===== src/rtl/slhi_consts.svh =====
// Offsets, field positions, reset values and timing constants (clock MHz, delay microseconds) of the link host interface
// ==========================================================================
`ifndef SLHI_CONSTS_SVH
`define SLHI_CONSTS_SVH

// ==========================================================================
// Register byte addresses
`define SLHI_ADDR_VECTOR   8'h00
`define SLHI_ADDR_DATA     8'h04
`define SLHI_ADDR_DELAY    8'h08
`define SLHI_ADDR_PORTCTL  8'h0C
`define SLHI_ADDR_PINDATA  8'h10
`define SLHI_ADDR_PORTDIR  8'h14
`define SLHI_ADDR_CTL2     8'h18

// ==========================================================================
// Field positions
`define SLHI_VEC_LSB       2
`define SLHI_DLY_XCVR_SEL  7
`define SLHI_DLY_RX_POL    6
`define SLHI_PCTL_ENABLE   2
`define SLHI_PCTL_PULLUP   1
`define SLHI_PCTL_REDUCED  0
`define SLHI_CTL2_EOD      0
`define SLHI_CTL2_DIGITAL_LOOPBACK    1
`define SLHI_CTL2_ANALOG_LOOPBACK    2
`define SLHI_PIN_RX        0
`define SLHI_PIN_TX        1

// ==========================================================================
// Reset values
`define SLHI_RST_DELAY     8'h00
`define SLHI_RST_PORTCTL   8'h00
`define SLHI_RST_PINDATA   8'h00
`define SLHI_RST_PORTDIR   8'h00
`define SLHI_RST_CTL2      8'h00

// ==========================================================================
// Timing
`define SLHI_CLK_MHZ       20
`define SLHI_DLY_BASE_US   9
`define SLHI_DLY_STEP_US   1

`endif


===== src/rtl/slhi_pkg.sv =====
// Types shared by the link host interface
package slhi_pkg;

  // Events from the frame engine, one-cycle pulses
  typedef struct packed {
    logic       eof;
    logic       resp_byte;
    logic       rx_byte;
    logic [7:0] rx_data;
    logic       tx_byte_done;
    logic       tx_first_bit;
    logic       eod_sent;
    logic       arb_lost;
    logic       crc_err;
    logic       bad_symbol;
    logic       wakeup;
  } slhi_evt_t;

  // Commands to the frame engine
  typedef struct packed {
    logic       load;
    logic [7:0] data;
    logic       send_eod;
    logic       underrun;
    logic       active;
  } slhi_cmd_t;

  typedef enum logic [8:0] {
    SLHI_SRC_NONE  = 9'b000000001,
    SLHI_SRC_EOF   = 9'b000000010,
    SLHI_SRC_RESP  = 9'b000000100,
    SLHI_SRC_RXF   = 9'b000001000,
    SLHI_SRC_TXE   = 9'b000010000,
    SLHI_SRC_ARB   = 9'b000100000,
    SLHI_SRC_CRC   = 9'b001000000,
    SLHI_SRC_SYM   = 9'b010000000,
    SLHI_SRC_WAKE  = 9'b100000000
  } slhi_src_t;

endpackage


===== src/rtl/slhi_host_regs.sv =====
// APB register bank, state vector and port logic of the link host interface
`timescale 1ns/1ps
`include "slhi_consts.svh"

module slhi_host_regs #(
  parameter int PINS = 7
) (
  input  wire logic              clk,
  input  wire logic              sys_rst,
  input  wire logic              psel,
  input  wire logic              penable,
  input  wire logic              pwrite,
  input  wire logic [7:0]        paddr,
  input  wire logic [31:0]       pwdata,
  output logic [31:0]            prdata,
  output logic                   pready,
  output logic                   pslverr,
  input  wire logic              special_mode,
  input  wire slhi_pkg::slhi_evt_t evt,
  output slhi_pkg::slhi_cmd_t    cmd,
  output logic                   link_rx_level,
  input  wire logic              link_tx_level,
  output logic                   xcvr_select,
  output logic [9:0]             comp_delay_cycles,
  input  wire logic [PINS-1:0]   pin_in,
  output logic [PINS-1:0]        pin_out,
  output logic [PINS-1:0]        pin_oe,
  output logic                   pin_pullup_en,
  output logic                   pin_reduced_drive
);

  // ==========================================================================
  // Parameter check
  if (PINS < 2 || PINS > 8) begin : g_bad_pins
    $error("PINS must lie between 2 and 8");
  end
  // Ten bits of delay count must cover the whole offset range at this clock
  if ((`SLHI_DLY_BASE_US + 15 * `SLHI_DLY_STEP_US) * `SLHI_CLK_MHZ > 1023) begin : g_bad_delay
    $error("Delay compensation does not fit ten bits");
  end

  // ==========================================================================
  // Functions
  function automatic logic [3:0] src_code(input logic [8:1] p);
    logic [3:0] c;
    c = 4'h0;
    for (int i = 1; i <= 8; i++) begin
      if (p[i]) begin
        c = 4'(i);
      end
    end
    return c;
  endfunction

  function automatic logic [7:0] byte_of(input logic [31:0] w);
    return w[7:0];
  endfunction

  function automatic logic waits_data_rd(input logic [3:0] c);
    return (c == 4'h2) || (c == 4'h3);
  endfunction

  function automatic logic waits_data_wr(input logic [3:0] c);
    return c == 4'h4;
  endfunction

  function automatic logic clears_on_read(input logic [3:0] c);
    return (c != 4'h0) && !waits_data_rd(c) && !waits_data_wr(c);
  endfunction

  // ==========================================================================
  // Registers
  logic [8:1]     pend_q;
  logic [8:1]     pend_d;
  logic [7:0]     tx_shadow_q;
  logic           tx_full_q;
  logic [7:0]     rx_shadow_q;
  logic           rx_armed_q;
  logic           tx_armed_q;
  logic [7:0]     delay_q;
  logic           delay_wr_q;
  logic [7:0]     pctl_q;
  logic [PINS-1:0] pdata_q;
  logic [PINS-1:0] pdir_q;
  logic [2:0]     ctl2_q;
  logic           wait_eof_q;
  logic [31:0]    prdata_q;
  slhi_pkg::slhi_cmd_t cmd_q;

  // ==========================================================================
  // Bus decode
  wire setup   = psel & ~penable;
  wire access  = psel & penable;
  wire wr      = access & pwrite;
  wire rd      = access & ~pwrite;
  wire hit_vec = (paddr == `SLHI_ADDR_VECTOR);
  wire hit_dat = (paddr == `SLHI_ADDR_DATA);
  wire hit_dly = (paddr == `SLHI_ADDR_DELAY);
  wire hit_pct = (paddr == `SLHI_ADDR_PORTCTL);
  wire hit_pdt = (paddr == `SLHI_ADDR_PINDATA);
  wire hit_pdr = (paddr == `SLHI_ADDR_PORTDIR);
  wire hit_ct2 = (paddr == `SLHI_ADDR_CTL2);
  wire mapped  = hit_vec | hit_dat | hit_dly | hit_pct | hit_pdt | hit_pdr | hit_ct2;
  wire [7:0] wbyte = byte_of(pwdata);

  // ==========================================================================
  // Link gating
  wire enabled   = pctl_q[`SLHI_PCTL_ENABLE];
  wire looped    = ctl2_q[`SLHI_CTL2_DIGITAL_LOOPBACK] | ctl2_q[`SLHI_CTL2_ANALOG_LOOPBACK];
  wire bus_on    = enabled & ~looped;
  wire link_ok   = bus_on & ~wait_eof_q;
  wire [3:0] code = src_code(pend_q);
  wire [3:0] rd_code = prdata_q[`SLHI_VEC_LSB +: 4];

  // Vector value captured at setup, so side effects use the code software saw
  wire vec_rd   = rd & hit_vec;
  wire vec_clr  = vec_rd && clears_on_read(rd_code);
  wire dat_rd   = rd & hit_dat;
  wire dat_wr   = wr & hit_dat;
  wire eod_set  = wr & hit_ct2 & wbyte[`SLHI_CTL2_EOD];

  // ==========================================================================
  // Transmit path events
  wire byte_done = link_ok & evt.tx_byte_done;
  wire do_load   = byte_done & tx_full_q;
  wire do_eod    = byte_done & ~tx_full_q & ctl2_q[`SLHI_CTL2_EOD];
  wire do_under  = byte_done & ~tx_full_q & ~ctl2_q[`SLHI_CTL2_EOD];

  // ==========================================================================
  // Qualified events; end-of-frame, symbol and wakeup still count while waiting for end-of-frame
  wire set_eof   = bus_on & evt.eof;
  wire set_resp  = link_ok & evt.resp_byte;
  wire set_rxf   = link_ok & evt.rx_byte;
  wire set_txe   = link_ok & evt.tx_first_bit;
  wire set_arb   = link_ok & evt.arb_lost;
  wire set_crc   = link_ok & evt.crc_err;
  wire set_sym   = (bus_on & evt.bad_symbol) | do_under;
  wire set_wake  = bus_on & evt.wakeup;
  wire clr_rx    = dat_rd & rx_armed_q;
  wire clr_tx    = (dat_wr & tx_armed_q) | eod_set;

  // ==========================================================================
  // Register write strobes
  wire dly_we    = wr & hit_dly & (special_mode | ~delay_wr_q);
  wire pct_we    = wr & hit_pct;
  wire pdt_we    = wr & hit_pdt;
  wire pdr_we    = wr & hit_pdr;
  wire ct2_we    = wr & hit_ct2;
  wire eod_clr   = do_eod | ~enabled;

  // ==========================================================================
  // Pending sources; each set wins over a clear in the same cycle
  always_comb begin
    pend_d = pend_q;
    if (vec_clr) begin
      pend_d[rd_code] = 1'b0;
    end
    if (clr_rx) begin
      pend_d[2] = 1'b0;
      pend_d[3] = 1'b0;
    end
    if (clr_tx) begin
      pend_d[4] = 1'b0;
    end
    if (!enabled) begin
      pend_d = '0;
    end else begin
      if (set_eof) begin
        pend_d[1] = 1'b1;
      end
      if (set_resp) begin
        pend_d[2] = 1'b1;
      end
      if (set_rxf) begin
        pend_d[3] = 1'b1;
      end
      if (set_txe) begin
        pend_d[4] = 1'b1;
      end
      if (set_arb) begin
        pend_d[5] = 1'b1;
      end
      if (set_crc) begin
        pend_d[6] = 1'b1;
      end
      if (set_sym) begin
        pend_d[7] = 1'b1;
      end
      if (set_wake) begin
        pend_d[8] = 1'b1;
      end
    end
  end

  // ==========================================================================
  // State vector and data buffer
  always_ff @(posedge clk) begin
    if (sys_rst) begin
      pend_q      <= '0;
      rx_armed_q  <= 1'b0;
      tx_armed_q  <= 1'b0;
      wait_eof_q  <= 1'b0;
    end else begin
      pend_q <= pend_d;
      if (vec_rd) begin
        rx_armed_q <= waits_data_rd(rd_code);
        tx_armed_q <= waits_data_wr(rd_code);
      end else begin
        if (dat_rd) begin
          rx_armed_q <= 1'b0;
        end
        if (dat_wr) begin
          tx_armed_q <= 1'b0;
        end
      end
      // Blocking after a symbol clear keeps a corrupt frame from being half-taken
      if (vec_clr && rd_code == 4'h7) begin
        wait_eof_q <= 1'b1;
      end else if (set_eof) begin
        wait_eof_q <= 1'b0;
      end
    end
  end

  always_ff @(posedge clk) begin
    if (sys_rst) begin
      tx_shadow_q <= 8'h00;
      tx_full_q   <= 1'b0;
      rx_shadow_q <= 8'h00;
    end else begin
      if (dat_wr) begin
        tx_shadow_q <= wbyte;
      end
      if (dat_wr) begin
        tx_full_q <= 1'b1;
      end else if (do_load || !enabled) begin
        tx_full_q <= 1'b0;
      end
      // Unread data is lost here; software has one byte time
      if (link_ok && (evt.rx_byte || evt.resp_byte)) begin
        rx_shadow_q <= evt.rx_data;
      end
    end
  end

  // ==========================================================================
  // Frame engine commands
  always_ff @(posedge clk) begin
    if (sys_rst) begin
      cmd_q <= '0;
    end else begin
      cmd_q.load     <= do_load;
      cmd_q.send_eod <= do_eod;
      cmd_q.underrun <= do_under;
      cmd_q.active   <= link_ok;
      if (do_load) begin
        cmd_q.data <= tx_shadow_q;
      end
    end
  end
  assign cmd = cmd_q;

  // ==========================================================================
  // Configuration registers
  always_ff @(posedge clk) begin
    if (sys_rst) begin
      delay_q    <= `SLHI_RST_DELAY;
      delay_wr_q <= 1'b0;
      pctl_q     <= `SLHI_RST_PORTCTL;
      pdata_q    <= PINS'(`SLHI_RST_PINDATA);
      pdir_q     <= PINS'(`SLHI_RST_PORTDIR);
      ctl2_q     <= 3'(`SLHI_RST_CTL2);
    end else begin
      if (dly_we) begin
        delay_q    <= wbyte & 8'hCF;
        delay_wr_q <= 1'b1;
      end
      if (pct_we) begin
        pctl_q <= wbyte & 8'h07;
      end
      if (pdt_we) begin
        pdata_q <= wbyte[PINS-1:0];
      end
      if (pdr_we) begin
        pdir_q <= wbyte[PINS-1:0];
      end
      if (ct2_we) begin
        ctl2_q <= wbyte[2:0];
      end else if (eod_clr) begin
        ctl2_q[`SLHI_CTL2_EOD] <= 1'b0;
      end
    end
  end

  // ==========================================================================
  // Pins
  logic [PINS-1:0] link_mask;
  logic [PINS-1:0] link_drive;
  logic [PINS-1:0] pin_read;
  always_comb begin
    link_mask  = '0;
    link_drive = '0;
    if (bus_on) begin
      link_mask[`SLHI_PIN_RX]  = 1'b1;
      link_mask[`SLHI_PIN_TX]  = 1'b1;
      link_drive[`SLHI_PIN_TX] = link_tx_level;
    end
  end
  // Link-driven pins ignore the data latch at pin_out; pin_read still returns it where the direction bit is set
  assign pin_oe   = (pdir_q & ~link_mask) | (link_mask & ~(PINS'(1) << `SLHI_PIN_RX));
  assign pin_out  = (pdata_q & ~link_mask) | link_drive;
  assign pin_read = (pdir_q & pdata_q) | (~pdir_q & pin_in);
  assign pin_pullup_en     = pctl_q[`SLHI_PCTL_PULLUP];
  assign pin_reduced_drive = pctl_q[`SLHI_PCTL_REDUCED];

  // Polarity zero means the transceiver inverted the bus
  assign link_rx_level = pin_in[`SLHI_PIN_RX] ^ ~delay_q[`SLHI_DLY_RX_POL];
  assign xcvr_select   = delay_q[`SLHI_DLY_XCVR_SEL];

  localparam logic [9:0] DLY_BASE = 10'(`SLHI_DLY_BASE_US * `SLHI_CLK_MHZ);
  localparam logic [9:0] DLY_STEP = 10'(`SLHI_DLY_STEP_US * `SLHI_CLK_MHZ);
  assign comp_delay_cycles = DLY_BASE + 10'(delay_q[3:0]) * DLY_STEP;

  // ==========================================================================
  // Register read words
  wire [31:0] vec_word = {24'h0, 2'b00, code, 2'b00};
  wire [31:0] dat_word = {24'h0, rx_shadow_q};
  wire [31:0] dly_word = {24'h0, delay_q};
  wire [31:0] pct_word = {24'h0, pctl_q};
  wire [31:0] pdt_word = 32'(pin_read);
  wire [31:0] pdr_word = 32'(pdir_q);
  wire [31:0] ct2_word = {29'h0, ctl2_q};

  // ==========================================================================
  // Read data, captured in the setup cycle
  logic [31:0] rmux;
  always_comb begin
    if (hit_vec) begin
      rmux = vec_word;
    end else if (hit_dat) begin
      rmux = dat_word;
    end else if (hit_dly) begin
      rmux = dly_word;
    end else if (hit_pct) begin
      rmux = pct_word;
    end else if (hit_pdt) begin
      rmux = pdt_word;
    end else if (hit_pdr) begin
      rmux = pdr_word;
    end else if (hit_ct2) begin
      rmux = ct2_word;
    end else begin
      rmux = 32'h0;
    end
  end

  always_ff @(posedge clk) begin
    if (sys_rst) begin
      prdata_q <= 32'h0;
    end else if (setup) begin
      prdata_q <= rmux;
    end
  end

  assign prdata  = prdata_q;
  assign pready  = 1'b1;
  assign pslverr = access & ~mapped;

endmodule


===== config.mk =====
export PLATFORM = sky130hd
export DESIGN_NAME = slhi_host_regs
export DESIGN_NICKNAME = d
export VERILOG_FILES = /design/src/rtl/slhi_pkg.sv /design/src/rtl/slhi_host_regs.sv
export VERILOG_INCLUDE_DIRS = /design/src /design/src/rtl
export SDC_FILE = /design/constraint.sdc
export NUM_CORES = 1
export LEC_CHECK = 0
export BUFFER_PORTS_ARGS = -buffer_cell sky130_fd_sc_hd__buf_2
export CAP_MARGIN = 20
export CORE_MARGIN = 2
export CORE_UTILIZATION = 42
export DETAILED_ROUTE_END_ITERATION = 8
export PLACE_DENSITY_LB_ADDON = 0.12
export SKIP_CTS_REPAIR_TIMING = 1
export SLEW_MARGIN = 20
export SYNTH_ARGS = -nofsm -noshare
export SYNTH_HDL_FRONTEND = slang
export SYNTH_SLANG_ARGS = --single-unit

===== constraint.sdc =====
create_clock -name clk -period 2.8 [get_ports clk]
set_clock_uncertainty 0.2 [all_clocks]
set_input_delay 0.14 -clock clk [delete_from_list [all_inputs] [get_ports clk]]
set_output_delay 0.14 -clock clk [all_outputs]
set_load 0.1 [all_outputs]

==> results of run 1 <==
## per-stage QoR
stage | setup TNS (ns) | cell area (µm²) | worst slack (ns) | power (mW)
finish | -0.009041 | 4877 | -0.009041 | 2.211
global route | -0.08487 | 4877 | -0.08487 | 2.286
CTS | -0.2339 | 4527 | -0.1471 | 2.193
detailed placement | 0 | 4344 | 0.2534 | 1.423
global placement | 0 | 4344 | 0.3007 | 1.423
floorplan | -0.08006 | 4026 | -0.08006 | 1.380
## power groups by stage
stage               clock network [mW]  registers, mW  logic, mW
finish                           0.786           1.07      0.356
global route                     0.842           1.07      0.374
global placement                     0           1.10      0.326
floorplan                            0           1.11      0.269
detailed placement                   0           1.10      0.326
CTS                              0.795           1.07      0.326
## cell type report
type                            instances  area share [%]
Multi-Input combinational cell        346           44.13
Sequential cell                        75           31.04
Timing Repair Buffer                  130           17.55
Tap cell                              111           2.848
Clock buffer                            9           2.540
Clock inverter                          7           1.206
Inverter                                9          0.6927
## metal layers
layer	GRT usage, %	part of all wire, %
met2	33.61	46
met5	0	0
met4	6.217	1.5
met1	29.41	46
met3	4.039	6.1
## synthesized netlist by cell type (6+ instances only)
cell and count:
o21ai_0 15, nor2_1 55, nand2b_1 9, dfxtp_1 75, a21oi_1 36, nand3_1 14, buf_4 38, inv_1 9
nand2_1 48, clkbuf_1 12, nor2b_1 9, nor3_1 6, mux2i_1 33
## worst reg2reg max path, stage by stage (launching register included)
cell and delay [ns]:
dfxtp_1 0.43, nor3b_2 0.23, nor2b_1 0.19, nand3_1 0.47
mux2i_1 0.34, nor2_1 0.06
## registers in the layout, indices dropped and copies added (netlist names), 3 cells and up
signal and cells:
cmd 12, prdata 8, pdata_q 7, pctl_q 3, pend_q 8, rx_shadow_q 8, pdir_q 7, tx_shadow_q 8
ctl2_q 3, delay_q 6
## logic make-up (layout without fill, tap and decap cells)
| logic type | after synthesis | in the layout | synth area share [%] |
|---|---|---|---|
| muxes | 35 | 35 | 9.033 |
| xor gates and xnor gates | 6 | 6 | 1.345 |
| AOI/OAI and AO/OA | 94 | 94 | 14.83 |
| other | 2 | 27 | 0.1923 |
| and+or+nand+nor | 178 | 178 | 23.73 |
| buffers and inverters | 66 | 155 | 10.31 |
| adders and majority gates | 6 | 6 | 2.114 |
| DFF | 75 | 75 | 38.44 |
## worst max-delay path by stage
stage,startpoint,endpoint,slack (ns),cells past startpoint
after global routing,delay_q[3]$_SDFFE_PP0P_,comp_delay_cycles[8],-0.08,8
after global placement,delay_q[3]$_SDFFE_PP0P_,comp_delay_cycles[8],0.30,8
after CTS,delay_q[3]$_SDFFE_PP0P_,comp_delay_cycles[8],-0.15,8
after detailed placement,delay_q[3]$_SDFFE_PP0P_,comp_delay_cycles[8],0.25,8
final,delay_q[3]$_SDFFE_PP0P_,comp_delay_cycles[8],-0.009,8
after floorplan,delay_q[3]$_SDFFE_PP0P_,comp_delay_cycles[8],-0.08,7
==> impl_metrics.py, run 1 <==
metrics = {
    "run_status": {
        "outcome": "finished with violations",
        "violations": "negative hold slack, negative setup slack",
    },
    "route": {
        "post_drt_wl_per_cell_um": 15.53,
        "drt_pass1_iterations": 5,
        "drt_iter0_markers": 159,
        "via_count": 3612,
        "drc": 0,
        "drtAntennaViolNets": 0,
        "wl_mm": 10.67,
        "routed_via_density": 5.258,
    },
    "clock_tree": {
        "ctsRootBufferMaster": "clkbuf_8",
        "numCtsBuffers": 9,
        "clock_latency_ns": 0.36,
        "clock_sinks": 75,
        "htree_levels": 3,
        "cts_tree": "built",
        "path_clk_slew_ns": 0.09,
        "clockBufferDepth": 2,
    },
    "logic_synthesis": {
        "async_flop_share_pct": 0,
        "syn_inst": 462,
        "synth_edf_count": 0,
        "synth_top_area_share_pct": 38.44,
        "synth_area_leader_cell": "dfxtp_1",
        "synthesis.area_um2": 3906,
        "synthTopCellsByArea": "dfxtp_1 38%, mux2i_1 8.5%, buf_4 7.3%",
        "synth-seq-cells": 75,
        "yosysSeqAreaShare_pct": 38.44,
        "postSynthAreaPerCell_um2": 8.455,
        "synth_flop_cell": "dfxtp_1",
        "ys_warn_count": 0,
        "ys_types": 62,
    },
    "setup_path": {
        "worst_path_max_delay_cell": "fa_1",
        "path_cells": "ha_4 -> ha_4 -> fa_1 -> o31a_1 -> nor2b_2 -> xnor2_1 -> o21ai_2 -> buf_12",
        "r2r_start": "pctl_q[2]$_SDFFE_PP0P_",
        "ff2ff_path_depth": 5,
        "worst-path-max-fanout": 3,
        "critPathBufInv": 1,
        "cp.arrival_ns": 2.47,
        "rrSetupSlack_ns": 0.76,
        "max_stage_delay_ns": 0.55,
        "r2r_end": "cmd[8]$_SDFFE_PP0P_",
        "critPathKind": "register to primary output",
        "endpoint_kind": "primary output",
        "cp_top_family": "adder cells",
        "crit_path_frequent_cell": "ha_4",
        "cp-start-kind": "register",
        "critPathRequiredTime_ns": 2.46,
    },
    "finish": {
        "nets": 649,
        "syn2layout_area_growth_pct": 24.86,
        "seq_area_um2": 1514,
        "post-route-util_pct": 53.29,
        "final_common_cell": "buf_2",
        "multi_input_area_um2": 2152,
        "n_fill_cell": 895,
        "finalNonFillerCells": 687,
        "drive_gt1_share_pct": 25.52,
        "num_antenna_cells": 0,
        "final_cell_mix": "90 x buf_2, 71 x dfxtp_1, 54 x nor2_1",
    },
    "timing": {
        "fin_hold_ws_ns": -0.006778,
        "finalHoldViolations": 1,
        "setup-violations-final": 1,
        "fmax_ghz": 0.3560,
        "finalCritPeriodShare_pct": 100.3,
        "slew_violations": 0,
        "tightest_slew_ns": 0.9562,
        "period_needed_ns": 2.809,
        "relSlewSlack_pct": 36.19,
        "worst_slack_ns": -0.009041,
        "rsz0062_at_grt": "true",
    },
    "place": {
        "place_congestion": 0.8308,
        "io_buffers": 93,
        "place_hpwl_mm": 7.816,
        "dp_cells": 639,
    },
    "die": {
        "dieHeight_um": 100.4,
        "num_rows": 35,
        "dieArea_um2": 10090,
        "pin_count": 146,
        "initial_utilization_pct": 42.68,
        "die_x_um": 100.4,
        "core_um2": 9153,
    },
    "global_routing": {
        "grt_max_degree": 44,
        "grt_pass1_wl_mm": 16.58,
        "gr-total-overflow": 0,
        "first_global_vias": 3273,
        "grt_use_total_pct": 21.20,
        "antenna_found_initial": 0,
    },
    "power": {
        "power_leakage_nw": 2.048,
        "irDropWorstVdd_uv": 220.9,
        "combPwrFrac_pct": 16.1,
        "netSwitchingFraction_pct": 33.34,
        "p_int_mw": 1.474,
        "power.share.clock_pct": 35.5,
        "sequentialPowerShare_pct": 48.3,
        "power.switching_mw": 0.7372,
        "powerDensity_nw_per_um2": 453.3,
    },
    "hold_path": {
        "hold_path.class": "input pin to register",
        "min_to": "delay_wr_q$_SDFFE_PP0P_",
        "hold_depth": 4,
        "min_from": "paddr[6]",
    },
    "run": {
        "maxCapViolCount": 0,
    },
}
Note: power is estimated with default switching activity, not from simulation.
==> run 2, diff against run 1 <==
--- a/constraint.sdc
+++ b/constraint.sdc
@@ -3,3 +3,3 @@
 set_input_delay 0.14 -clock clk [delete_from_list [all_inputs] [get_ports clk]]
 set_output_delay 0.14 -clock clk [all_outputs]
-set_load 0.1 [all_outputs]
+set_load 0.005 [all_outputs]
==> run 2 against run 1 <==
The run ends with negative hold slack left. Register-to-register slack is essentially flat. Die area stayed put. Core utilization shrank 1.4 points. Sequential share of layout area up 0.68 points. First-iteration DRC count is 31% higher. Largest power group unchanged. Highest routed layer unchanged.
==> impl_metrics.py, run 2 (synthesis results as in run 1) <==
metrics = {
    "timing": {
        "setup-violations-final": 0,
        "worst_slack_ns": 0.1298,
        "finalHoldViolations": 1,
        "period_needed_ns": 2.670,
        "finalCritPeriodShare_pct": 95.36,
        "rsz0062_at_grt": "false",
        "slew_violations": 0,
        "tightest_slew_ns": 0.9236,
        "fin_hold_ws_ns": -0.007584,
        "fmax_ghz": 0.3745,
        "relSlewSlack_pct": 38.37,
    },
    "run_status": {
        "violations": "negative hold slack",
        "outcome": "finished with violations",
    },
    "clock_tree": {
        "htree_levels": 3,
        "ctsRootBufferMaster": "clkbuf_8",
        "numCtsBuffers": 9,
        "path_clk_slew_ns": 0.08,
        "cts_tree": "built",
        "clock_latency_ns": 0.36,
        "clock_sinks": 75,
        "clockBufferDepth": 2,
    },
    "hold_path": {
        "hold_path.class": "input pin to register",
        "min_from": "paddr[5]",
        "min_to": "delay_wr_q$_SDFFE_PP0P_",
        "hold_depth": 4,
    },
    "power": {
        "power_leakage_nw": 2.005,
        "irDropWorstVdd_uv": 271.5,
        "powerDensity_nw_per_um2": 427.8,
    },
    "route": {
        "via_count": 3613,
        "drc": 0,
        "drtAntennaViolNets": 0,
        "post_drt_wl_per_cell_um": 15.66,
        "drt_iter0_markers": 209,
        "wl_mm": 10.68,
        "drt_pass1_iterations": 4,
        "routed_via_density": 5.298,
    },
    "global_routing": {
        "grt_use_total_pct": 21.12,
        "met3_usage_pct": 4.318,
        "grt_pass1_wl_mm": 16.66,
        "top_usage_layer": "met2",
        "antenna_found_initial": 0,
        "first_global_vias": 3306,
        "grt.met2_usage_pct": 34.38,
        "gr-total-overflow": 0,
        "grt_max_degree": 41,
        "grtUsageMet1_pct": 29.00,
    },
    "finish": {
        "nets": 644,
        "num_antenna_cells": 0,
        "final_cell_mix": "93 x buf_2, 73 x dfxtp_1, 55 x nor2_1",
        "largest_register_ffs": 12,
        "syn2layout_area_growth_pct": 21.59,
        "final_common_cell": "buf_2",
        "fin_area_um2": 4750,
        "drive_gt1_share_pct": 23.82,
    },
    "setup_path": {
        "endpoint_kind": "primary output",
        "critPathKind": "register to primary output",
        "r2r_start": "pctl_q[2]$_SDFFE_PP0P_",
        "ff2ff_path_depth": 5,
        "critPathRequiredTime_ns": 2.46,
        "max_stage_delay_ns": 0.45,
        "worst-path-max-fanout": 5,
        "rrSetupSlack_ns": 0.75,
        "r2r_end": "cmd[7]$_SDFFE_PP0P_",
        "path_cells": "ha_1 -> ha_4 -> fa_1 -> o31a_1 -> buf_4 -> o21ai_0 -> o21ai_1 -> buf_2",
        "cp.arrival_ns": 2.33,
        "cp-start-kind": "register",
        "worst_path_max_delay_cell": "dfxtp_1",
    },
    "place": {
        "place_area_um2": 4280,
        "pre_cts_slack_ns": 0.3695,
        "place_hpwl_mm": 7.769,
        "io_buffers": 93,
        "place_congestion": 0.8143,
    },
    "die": {
        "initial_utilization_pct": 42.68,
        "dieArea_um2": 10090,
        "core_um2": 9153,
        "pin_count": 146,
        "num_rows": 35,
        "die_x_um": 100.4,
        "dieHeight_um": 100.4,
    },
    "run": {
        "maxCapViolCount": 0,
    },
}
[run 2: cell count changes in the layout (fill, tap and decap cells not counted), sizes merged]
cell         change
clkinv           -1
buf              -3
inv              +1
dlygate4sd3      -2
[run 2: layout make-up]
class,instances,area (µm²)
clock buffers,9,123.9
clock inverters,7,57.56
fillers,894,4403
inverters,9,33.78
multi-input cells,346,2121
flip-flops and latches,75,1506
well taps,111,138.9
repair buffers,125,768.2
[run 2: per-stage QoR]
stage | TNS, ns | power (mW) | cells | util, %
after floorplan | 0 | 1.202 | 487 | -
after global placement | 0 | 1.248 | 640 | 46.77
after detailed placement | 0 | 1.249 | 640 | 46.77
after CTS | -0.03484 | 2.022 | 656 | 48.75
after global routing | 0 | 2.106 | 682 | 51.89
final | 0 | 2.032 | 682 | 51.89
[run 2: worst max path at each step]
stage          cells past startpoint                   end                     from
5_1_grt                            8  comp_delay_cycles[8]  delay_q[2]$_SDFFE_PP0P_
3_3_place_gp                       8  comp_delay_cycles[8]  delay_q[3]$_SDFFE_PP0P_
3_5_place_dp                       8  comp_delay_cycles[8]  delay_q[3]$_SDFFE_PP0P_
6_report                           8  comp_delay_cycles[8]  delay_q[2]$_SDFFE_PP0P_
4_1_cts                            8  comp_delay_cycles[8]  delay_q[1]$_SDFFE_PP0P_
2_1_floorplan                      7  comp_delay_cycles[8]  delay_q[3]$_SDFFE_PP0P_
[run 2: power breakdown]
part / switching, mW / internal, mW / leakage [nW] / total [mW]
registers: 0.00418 / 1.07 / 0.605 / 1.07
logic: 0.107 / 0.0742 / 1.31 / 0.181
clock network: 0.445 / 0.335 / 0.0886 / 0.780
total: 0.555 / 1.48 / 2.00 / 2.03
[run 2: worst max-delay path, delay by kind of cell (launching register included)]
kind | cells | cell delay, ns
adders and majority gates | 3 | 0.85
DFF | 1 | 0.45
AOI/OAI and AO/OA | 3 | 0.41
buffers and inverters | 2 | 0.27
[run 2: layer usage]
layer / vias to the layer above / wire length (µm)
li1: 1784 / -
met1: 1710 / 4957
met2: 107 / 5078
met3: 12 / 563
met4: 0 / 79
met5: - / 0
==> run 3, diff against run 2 <==
- CELL_PAD_IN_SITES_DETAIL_PLACEMENT: not set -> 1
- CELL_PAD_IN_SITES_GLOBAL_PLACEMENT: not set -> 2
- CORE_UTILIZATION: 42 -> 28
- RECOVER_POWER: not set -> 50
==> run 3 against run 2 <==
The flow now finishes without violations. Global-route usage down 3.3 points. Core utilization fell by 16 points. Clock-buffer cell count unchanged. Combinational power grew 6%. Final cell count up 11%. First-iteration DRC count is 34% lower. Register-to-register slack got worse by 0.54 ns. Die area is 48% higher. Design area increased by 3.3%. Critical path depth unchanged. Flip-flop and latch count unchanged. Critical endpoint unchanged. Largest cell class unchanged.
==> impl_metrics.py, run 3 (synthesis results as in run 1) <==
metrics = {
    "power": {
        "irDropWorstVdd_uv": 290.3,
        "powerDensity_nw_per_um2": 480.6,
        "power_leakage_nw": 1.939,
    },
    "route": {
        "drtAntennaViolNets": 0,
        "drc": 0,
        "drt_pass1_iterations": 4,
        "routed_via_density": 4.814,
        "post_drt_wl_per_cell_um": 17.27,
        "via_count": 3659,
        "drt_iter0_markers": 137,
        "wl_mm": 13.13,
    },
    "timing": {
        "fmax_ghz": 0.3687,
        "period_needed_ns": 2.712,
        "relSlewSlack_pct": 45.21,
        "setup-violations-final": 0,
        "tightest_slew_ns": 0.8174,
        "fin_hold_ws_ns": 0.009693,
        "finalCritPeriodShare_pct": 96.86,
        "slew_violations": 0,
        "worst_slack_ns": 0.08779,
        "finalHoldViolations": 0,
    },
    "setup_path": {
        "critPathKind": "register to primary output",
        "endpoint_kind": "primary output",
        "r2r_end": "rx_shadow_q[3]$_SDFFE_PP0P_",
        "worst-path-max-fanout": 5,
        "r2r_start": "pctl_q[2]$_SDFFE_PP0P_",
        "critPathRequiredTime_ns": 2.46,
        "cp-start-kind": "register",
        "cp.arrival_ns": 2.37,
        "ff2ff_path_depth": 7,
        "rrSetupSlack_ns": 0.21,
    },
    "place": {
        "place_hpwl_mm": 9.748,
        "io_buffers": 93,
        "pre_cts_slack_ns": 0.3718,
        "place_area_um2": 4432,
        "place_congestion": 0.8255,
    },
    "global_routing": {
        "antenna_found_initial": 0,
        "gr-total-overflow": 0,
        "grt_pass1_wl_mm": 19.69,
        "first_global_vias": 3551,
        "grt_max_degree": 48,
        "grt_use_total_pct": 17.87,
    },
    "die": {
        "initial_utilization_pct": 28.36,
        "pin_count": 146,
        "dieHeight_um": 122.1,
        "num_rows": 43,
        "dieArea_um2": 14910,
        "core_um2": 13770,
        "die_x_um": 122.1,
    },
    "clock_tree": {
        "clock_latency_ns": 0.35,
        "clock_sinks": 75,
        "clockBufferDepth": 2,
        "ctsRootBufferMaster": "clkbuf_16",
        "numCtsBuffers": 9,
        "htree_levels": 3,
        "path_clk_slew_ns": 0.06,
        "cts_tree": "built",
    },
    "hold_path": {
        "min_from": "paddr[5]",
        "hold_depth": 4,
        "min_to": "delay_wr_q$_SDFFE_PP0P_",
        "hold_path.class": "input pin to register",
    },
    "finish": {
        "fin_area_um2": 4906,
        "drive_gt1_share_pct": 18.97,
        "num_antenna_cells": 0,
        "syn2layout_area_growth_pct": 25.59,
        "final_cell_mix": "73 x dfxtp_1, 69 x buf_2, 55 x nor2_1",
        "nets": 653,
        "final_common_cell": "dfxtp_1",
        "largest_register_ffs": 12,
    },
    "run": {
        "maxCapViolCount": 0,
    },
    "run_status": {
        "outcome": "complete, no violations",
    },
}
## run 3: cell types whose count changed in the layout (fill, tap and decap cells not counted), moves of 9 or more
cell,change
clkbuf_16,+9
clkbuf_8,-9
clkbuf_1,+30
buf_2,-24
## run 3: through the flow
step / util (%) / power, mW / instances / setup TNS, ns
detailed placement: 32.18 / 1.268 / 716 / 0
global placement: 32.18 / 1.267 / 716 / 0
finish: 35.62 / 2.358 / 760 / 0
global route: 35.62 / 2.471 / 760 / -0.02532
floorplan: - / 1.202 / 487 / 0
CTS: 34.19 / 2.378 / 732 / -0.01232
## run 3: worst max-delay path, stage by stage, from the launching register on
cell and delay [ns]:
dfxtp_4 0.36, ha_1 0.30, ha_2 0.19, fa_1 0.55, o31a_1 0.20, nor2b_1 0.07
xnor2_1 0.12, o21ai_1 0.11, buf_2 0.12
## run 3: metal layers
layer  GRT usage, %  share of wire [%]  up-vias
li1               -                  -     1795
met1          23.44                 47     1757
met2          28.42                 47       95
met3          5.384                4.9       12
met4          5.029                1.3        0
met5              0                  0        -
## run 3: power by group
part | internal (mW) | switching (mW)
registers | 1.07 | 0.00470
logic | 0.0780 | 0.114
clock network | 0.602 | 0.491
## run 3: layout make-up
class / count / area [µm²]
Sequential cell: 75 / 1506
Clock buffer: 9 / 225.2
Fill cell: 1702 / 8867
Timing Repair Buffer: 134 / 795.8
Multi-Input combinational cell: 346 / 2067
Clock inverter: 7 / 52.55
Tap cell: 180 / 225.2
Inverter: 9 / 33.78
## run 3: worst max-delay path by stage
stage / slack, ns / depth (start not counted) / startpoint / endpoint
detailed placement: 0.37 / 8 / delay_q[3]$_SDFFE_PP0P_ / comp_delay_cycles[8]
finish: 0.09 / 8 / delay_q[1]$_SDFFE_PP0P_ / comp_delay_cycles[8]
CTS: -0.01 / 8 / delay_q[3]$_SDFFE_PP0P_ / comp_delay_cycles[8]
floorplan: 0.61 / 7 / delay_q[3]$_SDFFE_PP0P_ / comp_delay_cycles[8]
global placement: 0.41 / 8 / delay_q[3]$_SDFFE_PP0P_ / comp_delay_cycles[8]
global route: -0.03 / 8 / delay_q[1]$_SDFFE_PP0P_ / comp_delay_cycles[8]
